## config.mk

```make
export PLATFORM = sky130hd
export DESIGN_NAME = timer_compare_capture_regs
export DESIGN_NICKNAME = d
export VERILOG_FILES = /design/src/hdl/tcc_pkg.sv /design/src/hdl/timer_compare_capture_regs.sv /design/src/hdl/cap_edge.sv
export SDC_FILE = /design/constraint.sdc
export NUM_CORES = 1
export LEC_CHECK = 0
export BUFFER_PORTS_ARGS = -buffer_cell sky130_fd_sc_hd__buf_2
export CORE_ASPECT_RATIO = 0.6
export CORE_MARGIN = 8
export CORE_UTILIZATION = 41
export CTS_BUF_LIST = sky130_fd_sc_hd__clkbuf_8
export DETAILED_ROUTE_END_ITERATION = 8
export HOLD_SLACK_MARGIN = 0.03
export PLACE_DENSITY_LB_ADDON = 0.08
export SYNTH_ARGS = -nofsm -noshare
export SYNTH_HDL_FRONTEND = slang
export SYNTH_SLANG_ARGS = --single-unit
```

## constraint.sdc

```tcl
create_clock -name clk -period 1.8 [get_ports clk]
set_input_delay 0.18 -clock clk [delete_from_list [all_inputs] [get_ports clk]]
set_output_delay 0.18 -clock clk [all_outputs]
set_load 0.05 [all_outputs]
```

## src/hdl/tcc_pkg.sv

```systemverilog
// Package: register map, field layouts and carriers for the compare/capture register block
package tcc_pkg;

  localparam int DATA_W = 8;
  localparam int VAL_W = 16;
  localparam int ADDR_W = 8;

  // Low I/O space: printed offsets plus the data-space shift
  localparam logic [ADDR_W-1:0] IO_SHIFT = 8'h20;
  localparam logic [ADDR_W-1:0] IO_LAST = 8'h3F;
  localparam logic [ADDR_W-1:0] EXT_FIRST = 8'h60;

  localparam logic [ADDR_W-1:0] OFS_T1_CAP_LO = 8'h26;
  localparam logic [ADDR_W-1:0] OFS_T1_CAP_HI = 8'h27;
  localparam logic [ADDR_W-1:0] OFS_IRQ_MASK = 8'h37;
  localparam logic [ADDR_W-1:0] OFS_T1_CMPC_LO = 8'h78;
  localparam logic [ADDR_W-1:0] OFS_T1_CMPC_HI = 8'h79;
  localparam logic [ADDR_W-1:0] OFS_T3_CAP_LO = 8'h80;
  localparam logic [ADDR_W-1:0] OFS_T3_CAP_HI = 8'h81;
  localparam logic [ADDR_W-1:0] OFS_T3_CMPC_LO = 8'h82;
  localparam logic [ADDR_W-1:0] OFS_T3_CMPC_HI = 8'h83;
  localparam logic [ADDR_W-1:0] OFS_T3_CMPB_LO = 8'h84;
  localparam logic [ADDR_W-1:0] OFS_T3_CMPB_HI = 8'h85;
  localparam logic [ADDR_W-1:0] OFS_T3_CMPA_LO = 8'h86;
  localparam logic [ADDR_W-1:0] OFS_T3_CMPA_HI = 8'h87;
  // Capture flag register (t1 in the low file, t3 in the extended file)
  localparam logic [ADDR_W-1:0] OFS_T1_FLAGS = 8'h36;
  localparam logic [ADDR_W-1:0] OFS_T3_FLAGS = 8'h7C;

  localparam int CAP_FLAG_BIT = 5;
  localparam logic [DATA_W-1:0] RST_BYTE = 8'h00;
  localparam logic [VAL_W-1:0] RST_WORD = 16'h0000;

  // Index of each 16-bit value held here
  localparam int NREG = 5;
  localparam int IDX_T1_CAP = 0;
  localparam int IDX_T1_CMPC = 1;
  localparam int IDX_T3_CAP = 2;
  localparam int IDX_T3_CMPC = 3;
  localparam int IDX_T3_CMPB = 4;
  localparam int IDX_T3_CMPA = 5;
  localparam int NVAL = 6;

  typedef struct packed {
    logic rd;
    logic wr;
    logic [ADDR_W-1:0] addr;
    logic [DATA_W-1:0] wdata;
  } bus_req_s;

  typedef struct packed {
    logic [VAL_W-1:0] count;
    logic count_written;
    logic cap_pin;
    logic cap_use_comp;
    logic comp_out;
    logic top_is_capture;
    logic vector_ack;
  } timer_in_s;

endpackage

```

## src/hdl/timer_compare_capture_regs.sv

```systemverilog
// Compare and capture registers of timers one and three with shared high-byte latch
// How it works
// - Each capture event copies the timer's running count into its capture value.
// - Timer one may take the comparator output instead of its pin as capture source.
// - Each capture value is offered as the counter TOP limit when the mode asks.
// - Capture values are 16 bits and byte accesses pass through an 8-bit high latch.
// - One high-byte latch is shared by all 16-bit registers of the block.
// - Low I/O registers sit at their offset plus 0x20 in data space.
// - Timer one capture bytes decode at 0x46 and 0x47, the mask register at 0x57.
// - Timer three compare A, B, C are read-write 16-bit values reset to zero.
// - The interrupt mask register holds enables of several timers and resets to zero.
// - A write to the counter blocks compare matches on the next timer clock.
// - A match flag sets the timer clock after count equals compare; force does not.
// - A capture flag sets on capture and clears on vector or on a written one.
`timescale 1ns/100ps
module timer_compare_capture_regs
  import tcc_pkg::*;
(
  // Clock and reset
  input wire logic clk,
  input wire logic reset,
  // Processor data-space access
  input wire bus_req_s bus_req,
  output logic [DATA_W-1:0] rdata,
  // Timer one and three inputs
  input wire timer_in_s t1_in,
  input wire timer_in_s t3_in,
  input wire logic timer_tick,
  input wire logic forced_compare_strobe,
  // Values to the counter logic
  output logic [VAL_W-1:0] t1_top_value,
  output logic [VAL_W-1:0] t3_top_value,
  output logic [VAL_W-1:0] t1_compare_c_value,
  output logic [VAL_W-1:0] t3_compare_a_value,
  output logic [VAL_W-1:0] t3_compare_b_value,
  output logic [VAL_W-1:0] t3_compare_c_value,
  output logic [DATA_W-1:0] timer_irq_enable_mask,
  // Flags
  output logic t1_capture_flag,
  output logic t3_capture_flag,
  output logic [3:0] match_flags
);

  logic [VAL_W-1:0] val_q [NVAL];
  logic [VAL_W-1:0] val_d [NVAL];
  logic [DATA_W-1:0] latch_q, latch_d;
  logic [DATA_W-1:0] mask_q, mask_d;
  logic [DATA_W-1:0] rdata_q, rdata_d;
  logic cf1_q, cf1_d, cf3_q, cf3_d;
  logic [3:0] mf_q, mf_d;
  logic [3:0] match_now_q, match_now_d;
  logic blk1_q, blk1_d, blk3_q, blk3_d;
  logic [VAL_W-1:0] t1_top_q, t1_top_d, t3_top_q, t3_top_d;
  logic cap1, cap3;
  logic is_lo, is_hi;
  int sel;

  // Capture source selection and edge detection
  cap_edge u_edge1 (
    .clk(clk),
    .reset(reset),
    .src(t1_in.cap_use_comp ? t1_in.comp_out : t1_in.cap_pin),
    .event_p(cap1)
  );
  cap_edge u_edge3 (
    .clk(clk),
    .reset(reset),
    .src(t3_in.cap_pin),
    .event_p(cap3)
  );

  // Address decode: data-space address to a 16-bit value index and byte half
  always_comb begin
    sel = NVAL;
    is_lo = 1'b0;
    is_hi = 1'b0;
    unique case (bus_req.addr)
      OFS_T1_CAP_LO + IO_SHIFT: begin sel = IDX_T1_CAP; is_lo = 1'b1; end
      OFS_T1_CAP_HI + IO_SHIFT: begin sel = IDX_T1_CAP; is_hi = 1'b1; end
      OFS_T1_CMPC_LO: begin sel = IDX_T1_CMPC; is_lo = 1'b1; end
      OFS_T1_CMPC_HI: begin sel = IDX_T1_CMPC; is_hi = 1'b1; end
      OFS_T3_CAP_LO: begin sel = IDX_T3_CAP; is_lo = 1'b1; end
      OFS_T3_CAP_HI: begin sel = IDX_T3_CAP; is_hi = 1'b1; end
      OFS_T3_CMPC_LO: begin sel = IDX_T3_CMPC; is_lo = 1'b1; end
      OFS_T3_CMPC_HI: begin sel = IDX_T3_CMPC; is_hi = 1'b1; end
      OFS_T3_CMPB_LO: begin sel = IDX_T3_CMPB; is_lo = 1'b1; end
      OFS_T3_CMPB_HI: begin sel = IDX_T3_CMPB; is_hi = 1'b1; end
      OFS_T3_CMPA_LO: begin sel = IDX_T3_CMPA; is_lo = 1'b1; end
      OFS_T3_CMPA_HI: begin sel = IDX_T3_CMPA; is_hi = 1'b1; end
      default: begin sel = NVAL; end
    endcase
  end

  // Register file, shared latch and read data
  always_comb begin
    for (int i = 0; i < NVAL; i++) begin
      val_d[i] = val_q[i];
    end
    latch_d = latch_q;
    mask_d = mask_q;
    rdata_d = RST_BYTE;
    if (cap1) begin
      val_d[IDX_T1_CAP] = t1_in.count;
    end
    if (cap3) begin
      val_d[IDX_T3_CAP] = t3_in.count;
    end
    if (bus_req.rd && sel < NVAL) begin
      if (is_lo) begin
        rdata_d = val_q[sel][DATA_W-1:0];
        latch_d = val_q[sel][VAL_W-1:DATA_W];
      end else begin
        rdata_d = latch_q;
      end
    end else if (bus_req.rd && bus_req.addr == OFS_IRQ_MASK + IO_SHIFT) begin
      rdata_d = mask_q;
    end else if (bus_req.rd && bus_req.addr == OFS_T1_FLAGS + IO_SHIFT) begin
      rdata_d = RST_BYTE | (DATA_W'(cf1_q) << CAP_FLAG_BIT);
    end else if (bus_req.rd && bus_req.addr == OFS_T3_FLAGS) begin
      rdata_d = RST_BYTE | (DATA_W'(cf3_q) << CAP_FLAG_BIT);
    end
    if (bus_req.wr && sel < NVAL) begin
      if (is_hi) begin
        latch_d = bus_req.wdata;
      end else begin
        val_d[sel] = {latch_q, bus_req.wdata};
      end
    end
    if (bus_req.wr && bus_req.addr == OFS_IRQ_MASK + IO_SHIFT) begin
      mask_d = bus_req.wdata;
    end
    t1_top_d = t1_in.top_is_capture ? val_d[IDX_T1_CAP] : RST_WORD;
    t3_top_d = t3_in.top_is_capture ? val_d[IDX_T3_CAP] : RST_WORD;
  end

  // Capture flags: set wins over clear
  always_comb begin
    cf1_d = cf1_q;
    cf3_d = cf3_q;
    if (t1_in.vector_ack || (bus_req.wr && bus_req.addr == OFS_T1_FLAGS + IO_SHIFT
        && bus_req.wdata[CAP_FLAG_BIT])) begin
      cf1_d = 1'b0;
    end
    if (t3_in.vector_ack || (bus_req.wr && bus_req.addr == OFS_T3_FLAGS
        && bus_req.wdata[CAP_FLAG_BIT])) begin
      cf3_d = 1'b0;
    end
    if (cap1) begin
      cf1_d = 1'b1;
    end
    if (cap3) begin
      cf3_d = 1'b1;
    end
  end

  // Compare match: detect equality on a tick, flag on the next tick
  always_comb begin
    mf_d = mf_q;
    match_now_d = match_now_q;
    blk1_d = blk1_q | t1_in.count_written;
    blk3_d = blk3_q | t3_in.count_written;
    if (timer_tick) begin
      mf_d = mf_q | match_now_q;
      match_now_d[0] = (t1_in.count == val_q[IDX_T1_CMPC]) & ~blk1_q;
      match_now_d[1] = (t3_in.count == val_q[IDX_T3_CMPA]) & ~blk3_q;
      match_now_d[2] = (t3_in.count == val_q[IDX_T3_CMPB]) & ~blk3_q;
      match_now_d[3] = (t3_in.count == val_q[IDX_T3_CMPC]) & ~blk3_q;
      blk1_d = t1_in.count_written;
      blk3_d = t3_in.count_written;
    end
  end

  always_ff @(posedge clk) begin
    if (reset) begin
      for (int i = 0; i < NVAL; i++) begin
        val_q[i] <= RST_WORD;
      end
      latch_q <= RST_BYTE;
      mask_q <= RST_BYTE;
      rdata_q <= RST_BYTE;
      cf1_q <= 1'b0;
      cf3_q <= 1'b0;
      mf_q <= '0;
      match_now_q <= '0;
      blk1_q <= 1'b0;
      blk3_q <= 1'b0;
      t1_top_q <= RST_WORD;
      t3_top_q <= RST_WORD;
    end else begin
      for (int i = 0; i < NVAL; i++) begin
        val_q[i] <= val_d[i];
      end
      latch_q <= latch_d;
      mask_q <= mask_d;
      rdata_q <= rdata_d;
      cf1_q <= cf1_d;
      cf3_q <= cf3_d;
      mf_q <= mf_d;
      match_now_q <= match_now_d;
      blk1_q <= blk1_d;
      blk3_q <= blk3_d;
      t1_top_q <= t1_top_d;
      t3_top_q <= t3_top_d;
    end
  end

  assign rdata = rdata_q;
  assign t1_top_value = t1_top_q;
  assign t3_top_value = t3_top_q;
  assign t1_compare_c_value = val_q[IDX_T1_CMPC];
  assign t3_compare_a_value = val_q[IDX_T3_CMPA];
  assign t3_compare_b_value = val_q[IDX_T3_CMPB];
  assign t3_compare_c_value = val_q[IDX_T3_CMPC];
  assign timer_irq_enable_mask = mask_q;
  assign t1_capture_flag = cf1_q;
  assign t3_capture_flag = cf3_q;
  assign match_flags = mf_q;

  // Checks
  capture_copy_a: assert property (@(posedge clk) disable iff (reset)
    cap1 |=> val_q[IDX_T1_CAP] == $past(t1_in.count))
    else $error("capture value not loaded");
  capture_flag_a: assert property (@(posedge clk) disable iff (reset)
    cap3 |=> t3_capture_flag)
    else $error("capture flag not set");
  low_read_latch_a: assert property (@(posedge clk) disable iff (reset)
    (bus_req.rd && is_lo && !(bus_req.wr && is_hi)) |=> latch_q == $past(val_q[sel][VAL_W-1:DATA_W]))
    else $error("latch not loaded on low read");
  mask_reset_a: assert property (@(posedge clk) $rose(!reset) |-> mask_q == RST_BYTE)
    else $error("mask not reset");
  write_block_a: assert property (@(posedge clk) disable iff (reset)
    (timer_tick && blk3_q) |=> !match_now_q[1])
    else $error("match not blocked");
  match_delay_a: assert property (@(posedge clk) disable iff (reset)
    (timer_tick && match_now_q[0]) |=> mf_q[0])
    else $error("match flag late");
  top_follow_a: assert property (@(posedge clk) disable iff (reset)
    t1_in.top_is_capture |=> t1_top_value == val_q[IDX_T1_CAP])
    else $error("top value wrong");
  cmp_write_a: assert property (@(posedge clk) disable iff (reset)
    (bus_req.wr && bus_req.addr == OFS_T3_CMPA_LO) |=>
      t3_compare_a_value == {$past(latch_q), $past(bus_req.wdata)})
    else $error("compare write wrong");
  // The forced strobe only acts on the waveform outside, never on the match flags
  force_no_flag_a: assert property (@(posedge clk) disable iff (reset)
    (forced_compare_strobe && !timer_tick) |=> mf_q == $past(mf_q))
    else $error("forced strobe changed a match flag");
  capture_c: cover property (@(posedge clk) cap1);
  match_c: cover property (@(posedge clk) mf_q[1]);
  word_write_c: cover property (@(posedge clk) bus_req.wr && is_hi ##1 bus_req.wr && is_lo);
endmodule

```

## src/hdl/cap_edge.sv

```systemverilog
// Capture event detector: rising edge of the selected source
`timescale 1ns/100ps
module cap_edge (
  // Clock and reset
  input wire logic clk,
  input wire logic reset,
  // Source
  input wire logic src,
  // Event
  output logic event_p
);
  logic prev_q, prev_d;

  always_comb begin
    prev_d = src;
  end

  always_ff @(posedge clk) begin
    if (reset) begin
      // Track the source during reset so a high idle level gives no false edge after release
      prev_q <= src;
    end else begin
      prev_q <= prev_d;
    end
  end

  assign event_p = src & ~prev_q;
endmodule

```

==> results_tabular.tex <==
\begin{tabular}{lr}
\hline
Metric & Value \\
\hline
\multicolumn{2}{l}{\textbf{Hold path}} \\
HP Class & in -> reg \\
Worst hold path stage count & 4 \\
\multicolumn{2}{l}{\textbf{Timing}} \\
Setup violation total in the final timing report & 1 \\
Actual slew at the worst max-slew pin & 657 ps \\
Hold Fails Final Rpt & 0 \\
Worst-case hold slack & between 50 and 60 ps \\
Max Freq & 551 MHz \\
Final worst-path cycle share & 1.01 \\
Sum Neg Setup Slack & -15.0 ps \\
Setup repair after global routing missed its margin & yes \\
Final critical path time including I/O delays and setup & 1820 ps \\
Count of final max-slew check failures & 0 \\
Worst setup slack after layout & -15.0 ps \\
Slew margin rel. & 0.562 \\
Final worst clock skew & around 12 ps \\
\multicolumn{2}{l}{\textbf{Clocking}} \\
Max Root-Sink Buffers & 2 \\
Clock tree sinks & 166 \\
Number of buffers added by the clock tree synthesis step & 17 \\
Register clock-pin slew on the reported worst setup and hold paths & 90 ps \\
Clock tree from TritonCTS & yes \\
Total number of H-tree levels & 4 \\
Library cell used as clock root buffer & clkbuf\_8 \\
Clock latency on the worst-skew pair & about 470 ps \\
\multicolumn{2}{l}{\textbf{Critical path}} \\
Worst path arrival time & 2140 ps \\
Worst endpoint required time & between 2000 and 2500 ps \\
Element type at the critical path end & flip-flop \\
Kind of start point of the critical path & input port \\
Number of cells on the worst reg-to-reg path & 5 \\
Type of the worst setup path & in -> reg \\
Largest fanout on the critical path & 7 \\
\multicolumn{2}{l}{\textbf{Die}} \\
Area of the core & 18700 um2 \\
Height of the die & between 100 and 150 um \\
I/O pin cnt & 184 \\
Full die area & roughly 24000 um2 \\
Die outline width & 193 um \\
Standard-cell rows & 39 \\
Initial Util & 0.412 \\
\multicolumn{2}{l}{\textbf{Placed design}} \\
DP Cell Count & around 1.3k \\
Number of port buffers & 180 \\
RePlAce Congestion & 0.879 \\
Setup Slack @ Placement & -548 ps \\
Placed Instance Area & 9280 um2 \\
Total half-perimeter wirelength after legalization and detailed placement & 21800 um \\
\multicolumn{2}{l}{\textbf{Final layout}} \\
Fin area & 9830 um2 \\
Filler-free cell count of the finished design & roughly 1.3k \\
Diode insertion count for antenna repair & 0 \\
Total of fill cells in the finished design & 1856 \\
P\&R area growth vs syn & 27.3\% \\
Layout Nets & 1120 \\
Core Util, Final & 0.524 \\
Layout cell share with drive strength beyond 1 & 0.305 \\
\multicolumn{2}{l}{\textbf{Logic synthesis}} \\
Nets in the synthesized netlist & about 900 \\
Cell variety after synth & 50 \\
Mapped Avg Cell Area & 9.10 um2 \\
Top\_reg\_cell synth & dfxtp\_1 \\
Number of enable-type register cells in the synthesized netlist & 0 \\
Yosys top cell area share & 0.430 \\
Sequential fraction of the synthesis area & 0.430 \\
Yosys reg bits & 166 \\
Ranking of synthesized cells by area & dfxtp\_1, mux2i\_1, xor2\_1 \\
Number of cells produced by synthesis & 849 \\
Cell type with the highest aggregate area in the netlist & dfxtp\_1 \\
Async S/R FF share, synth & 0 \\
Netlist area before placement & approximately 7700 um2 \\
Yosys warning total & 0 \\
Most common cell in the synthesized netlist & dfxtp\_1 \\
Commonest cells in the netlist & dfxtp\_1, nand2\_1, nor2\_1, mux2i\_1, a21oi\_1 \\
\multicolumn{2}{l}{\textbf{Route}} \\
DR DRC count & 0 \\
DRT Pass-1 Iters & 7 \\
Routed length per placed instance & 21.9 um \\
Total Wirelength & 28800 um \\
Antenna violation net count after detailed routing & 0 \\
Total vias in the final route & 7050 \\
Initial DRC Count & 617 \\
Post-DR vias/cell & 5.37 \\
\multicolumn{2}{l}{\textbf{Global route}} \\
Number of antenna violations at the first check in global routing & 1 \\
Combined global-route utilization of all metal layers & 0.244 \\
Pin count of the biggest net entering global routing & 54 \\
GRT overflow & 0 \\
Number of global-route vias before repair & 6790 \\
Global-route wire length before repair & 42700 um \\
\multicolumn{2}{l}{\textbf{Run}} \\
Maximum capacitance violations & 0 \\
\multicolumn{2}{l}{\textbf{Power}} \\
PwrDens & 767 nW/um2 \\
Static Leak & $\sim$4.5 nW \\
Max IR drop VDD & 0.461 mV \\
Total power consumption of the routed design & between 7 and 8 mW \\
\multicolumn{2}{l}{\textbf{Outcome}} \\
Status & complete, but fails checks \\
Violated checks & setup timing \\
\hline
\end{tabular}
layout by cell type (no fill, tap or decap), types with 3 or more instances in the layout:
master and count:
a22oi_1 8, buf_2 179, a311oi_2 8, buf_4 55, clkinv_4 4, dfxtp_1 166, nor4_1 10, nand4_1 10
and2_1 17, mux2_2 17, a211o_1 8, a21oi_1 51, o31ai_1 7, xor2_1 48, a222oi_1 7, nand2_1 96
nor2b_1 28, dlygate4sd3_1 8, a211oi_1 7, bufinv_16 3, clkbuf_8 17, or3_1 3, clkinvlp_4 3, mux2_1 5
inv_1 6, nor3_1 8, nor2_1 84, xnor2_1 16, a221oi_1 15, o21ai_1 16, buf_12 12, nand3_1 22
o21a_1 9, nor2_2 3, mux2i_1 76
per-layer routing:
| layer | vias to the layer above | track usage | wire [um] |
|---|---|---|---|
| met2 | 233 | 0.358 | 12200 |
| li1 | 3362 | - | - |
| met3 | 17 | 0.0678 | 2400 |
| met5 | - | 0 | 15 |
| met1 | 3436 | 0.350 | 13900 |
| met4 | 2 | 0.0512 | 246 |
power by group:
group | total, mW | leakage (nW) | internal (mW) | switching [mW]
clock network | 2.94 | 0.207 | 1.40 | 1.53
registers | 3.80 | 1.35 | 3.75 | 0.0506
logic | 0.807 | 2.92 | 0.302 | 0.505
total | 7.54 | 4.47 | 5.45 | 2.09
cell type report:
| class | instances | area (um2) | area share |
|---|---|---|---|
| Clock buffer | 17 | 234 | 0.0238 |
| Clock inverter | 15 | 193 | 0.0196 |
| Inverter | 6 | 22.5 | 0.00229 |
| Tap cell | 246 | 308 | 0.0313 |
| Multi-Input combinational cell | 609 | 4120 | 0.419 |
| Sequential cell | 166 | 3320 | 0.338 |
| Timing Repair Buffer | 254 | 1630 | 0.166 |
kinds of logic (layout without fill, tap and decap cells):
group / after synthesis / after routing / share of synthesized area
AOI/OAI and AO/OA: 146 / 146 / 0.134
and+or+nand+nor: 300 / 300 / 0.188
xor gates and xnor gates: 64 / 64 / 0.0726
buffers and inverters: 74 / 292 / 0.0429
muxes: 99 / 99 / 0.132
DFF: 166 / 166 / 0.430
final timing paths:
path              slack (ps)                        start                      endpoint
setup reg to reg         240                    flip-flop   match_now_q[0]$_SDFFE_PP0P_
setup / recovery         -20                  bus_req[12]           rdata[0]$_SDFF_PP0_
hold reg to reg          460  match_now_q[3]$_SDFFE_PP0P_   match_now_q[3]$_SDFFE_PP0P_
hold / removal            50                     t3_in[0]  t3_capture_flag$_SDFFE_PP0P_
repair_timing:
| action | in CTS | in global routing |
|---|---|---|
| endpoints found under the setup margin | 2 | 11 |
| pin swaps | 0 | 6 |
| endpoints found under the hold margin | 14 | 0 |
| gates resized for setup | 1 | 5 |
| cloned | 0 | 0 |
| hold buffers | 8 | 0 |
| setup buffers | 0 | 2 |
worst max-delay path: stages:
cell and delay (ps):
buf_2 100, or3_4 450, nor3_4 260, nor2_4 100
mux2_4 320, a222oi_1 550, o31ai_1 160
Power figures use the tool's default switching activity.
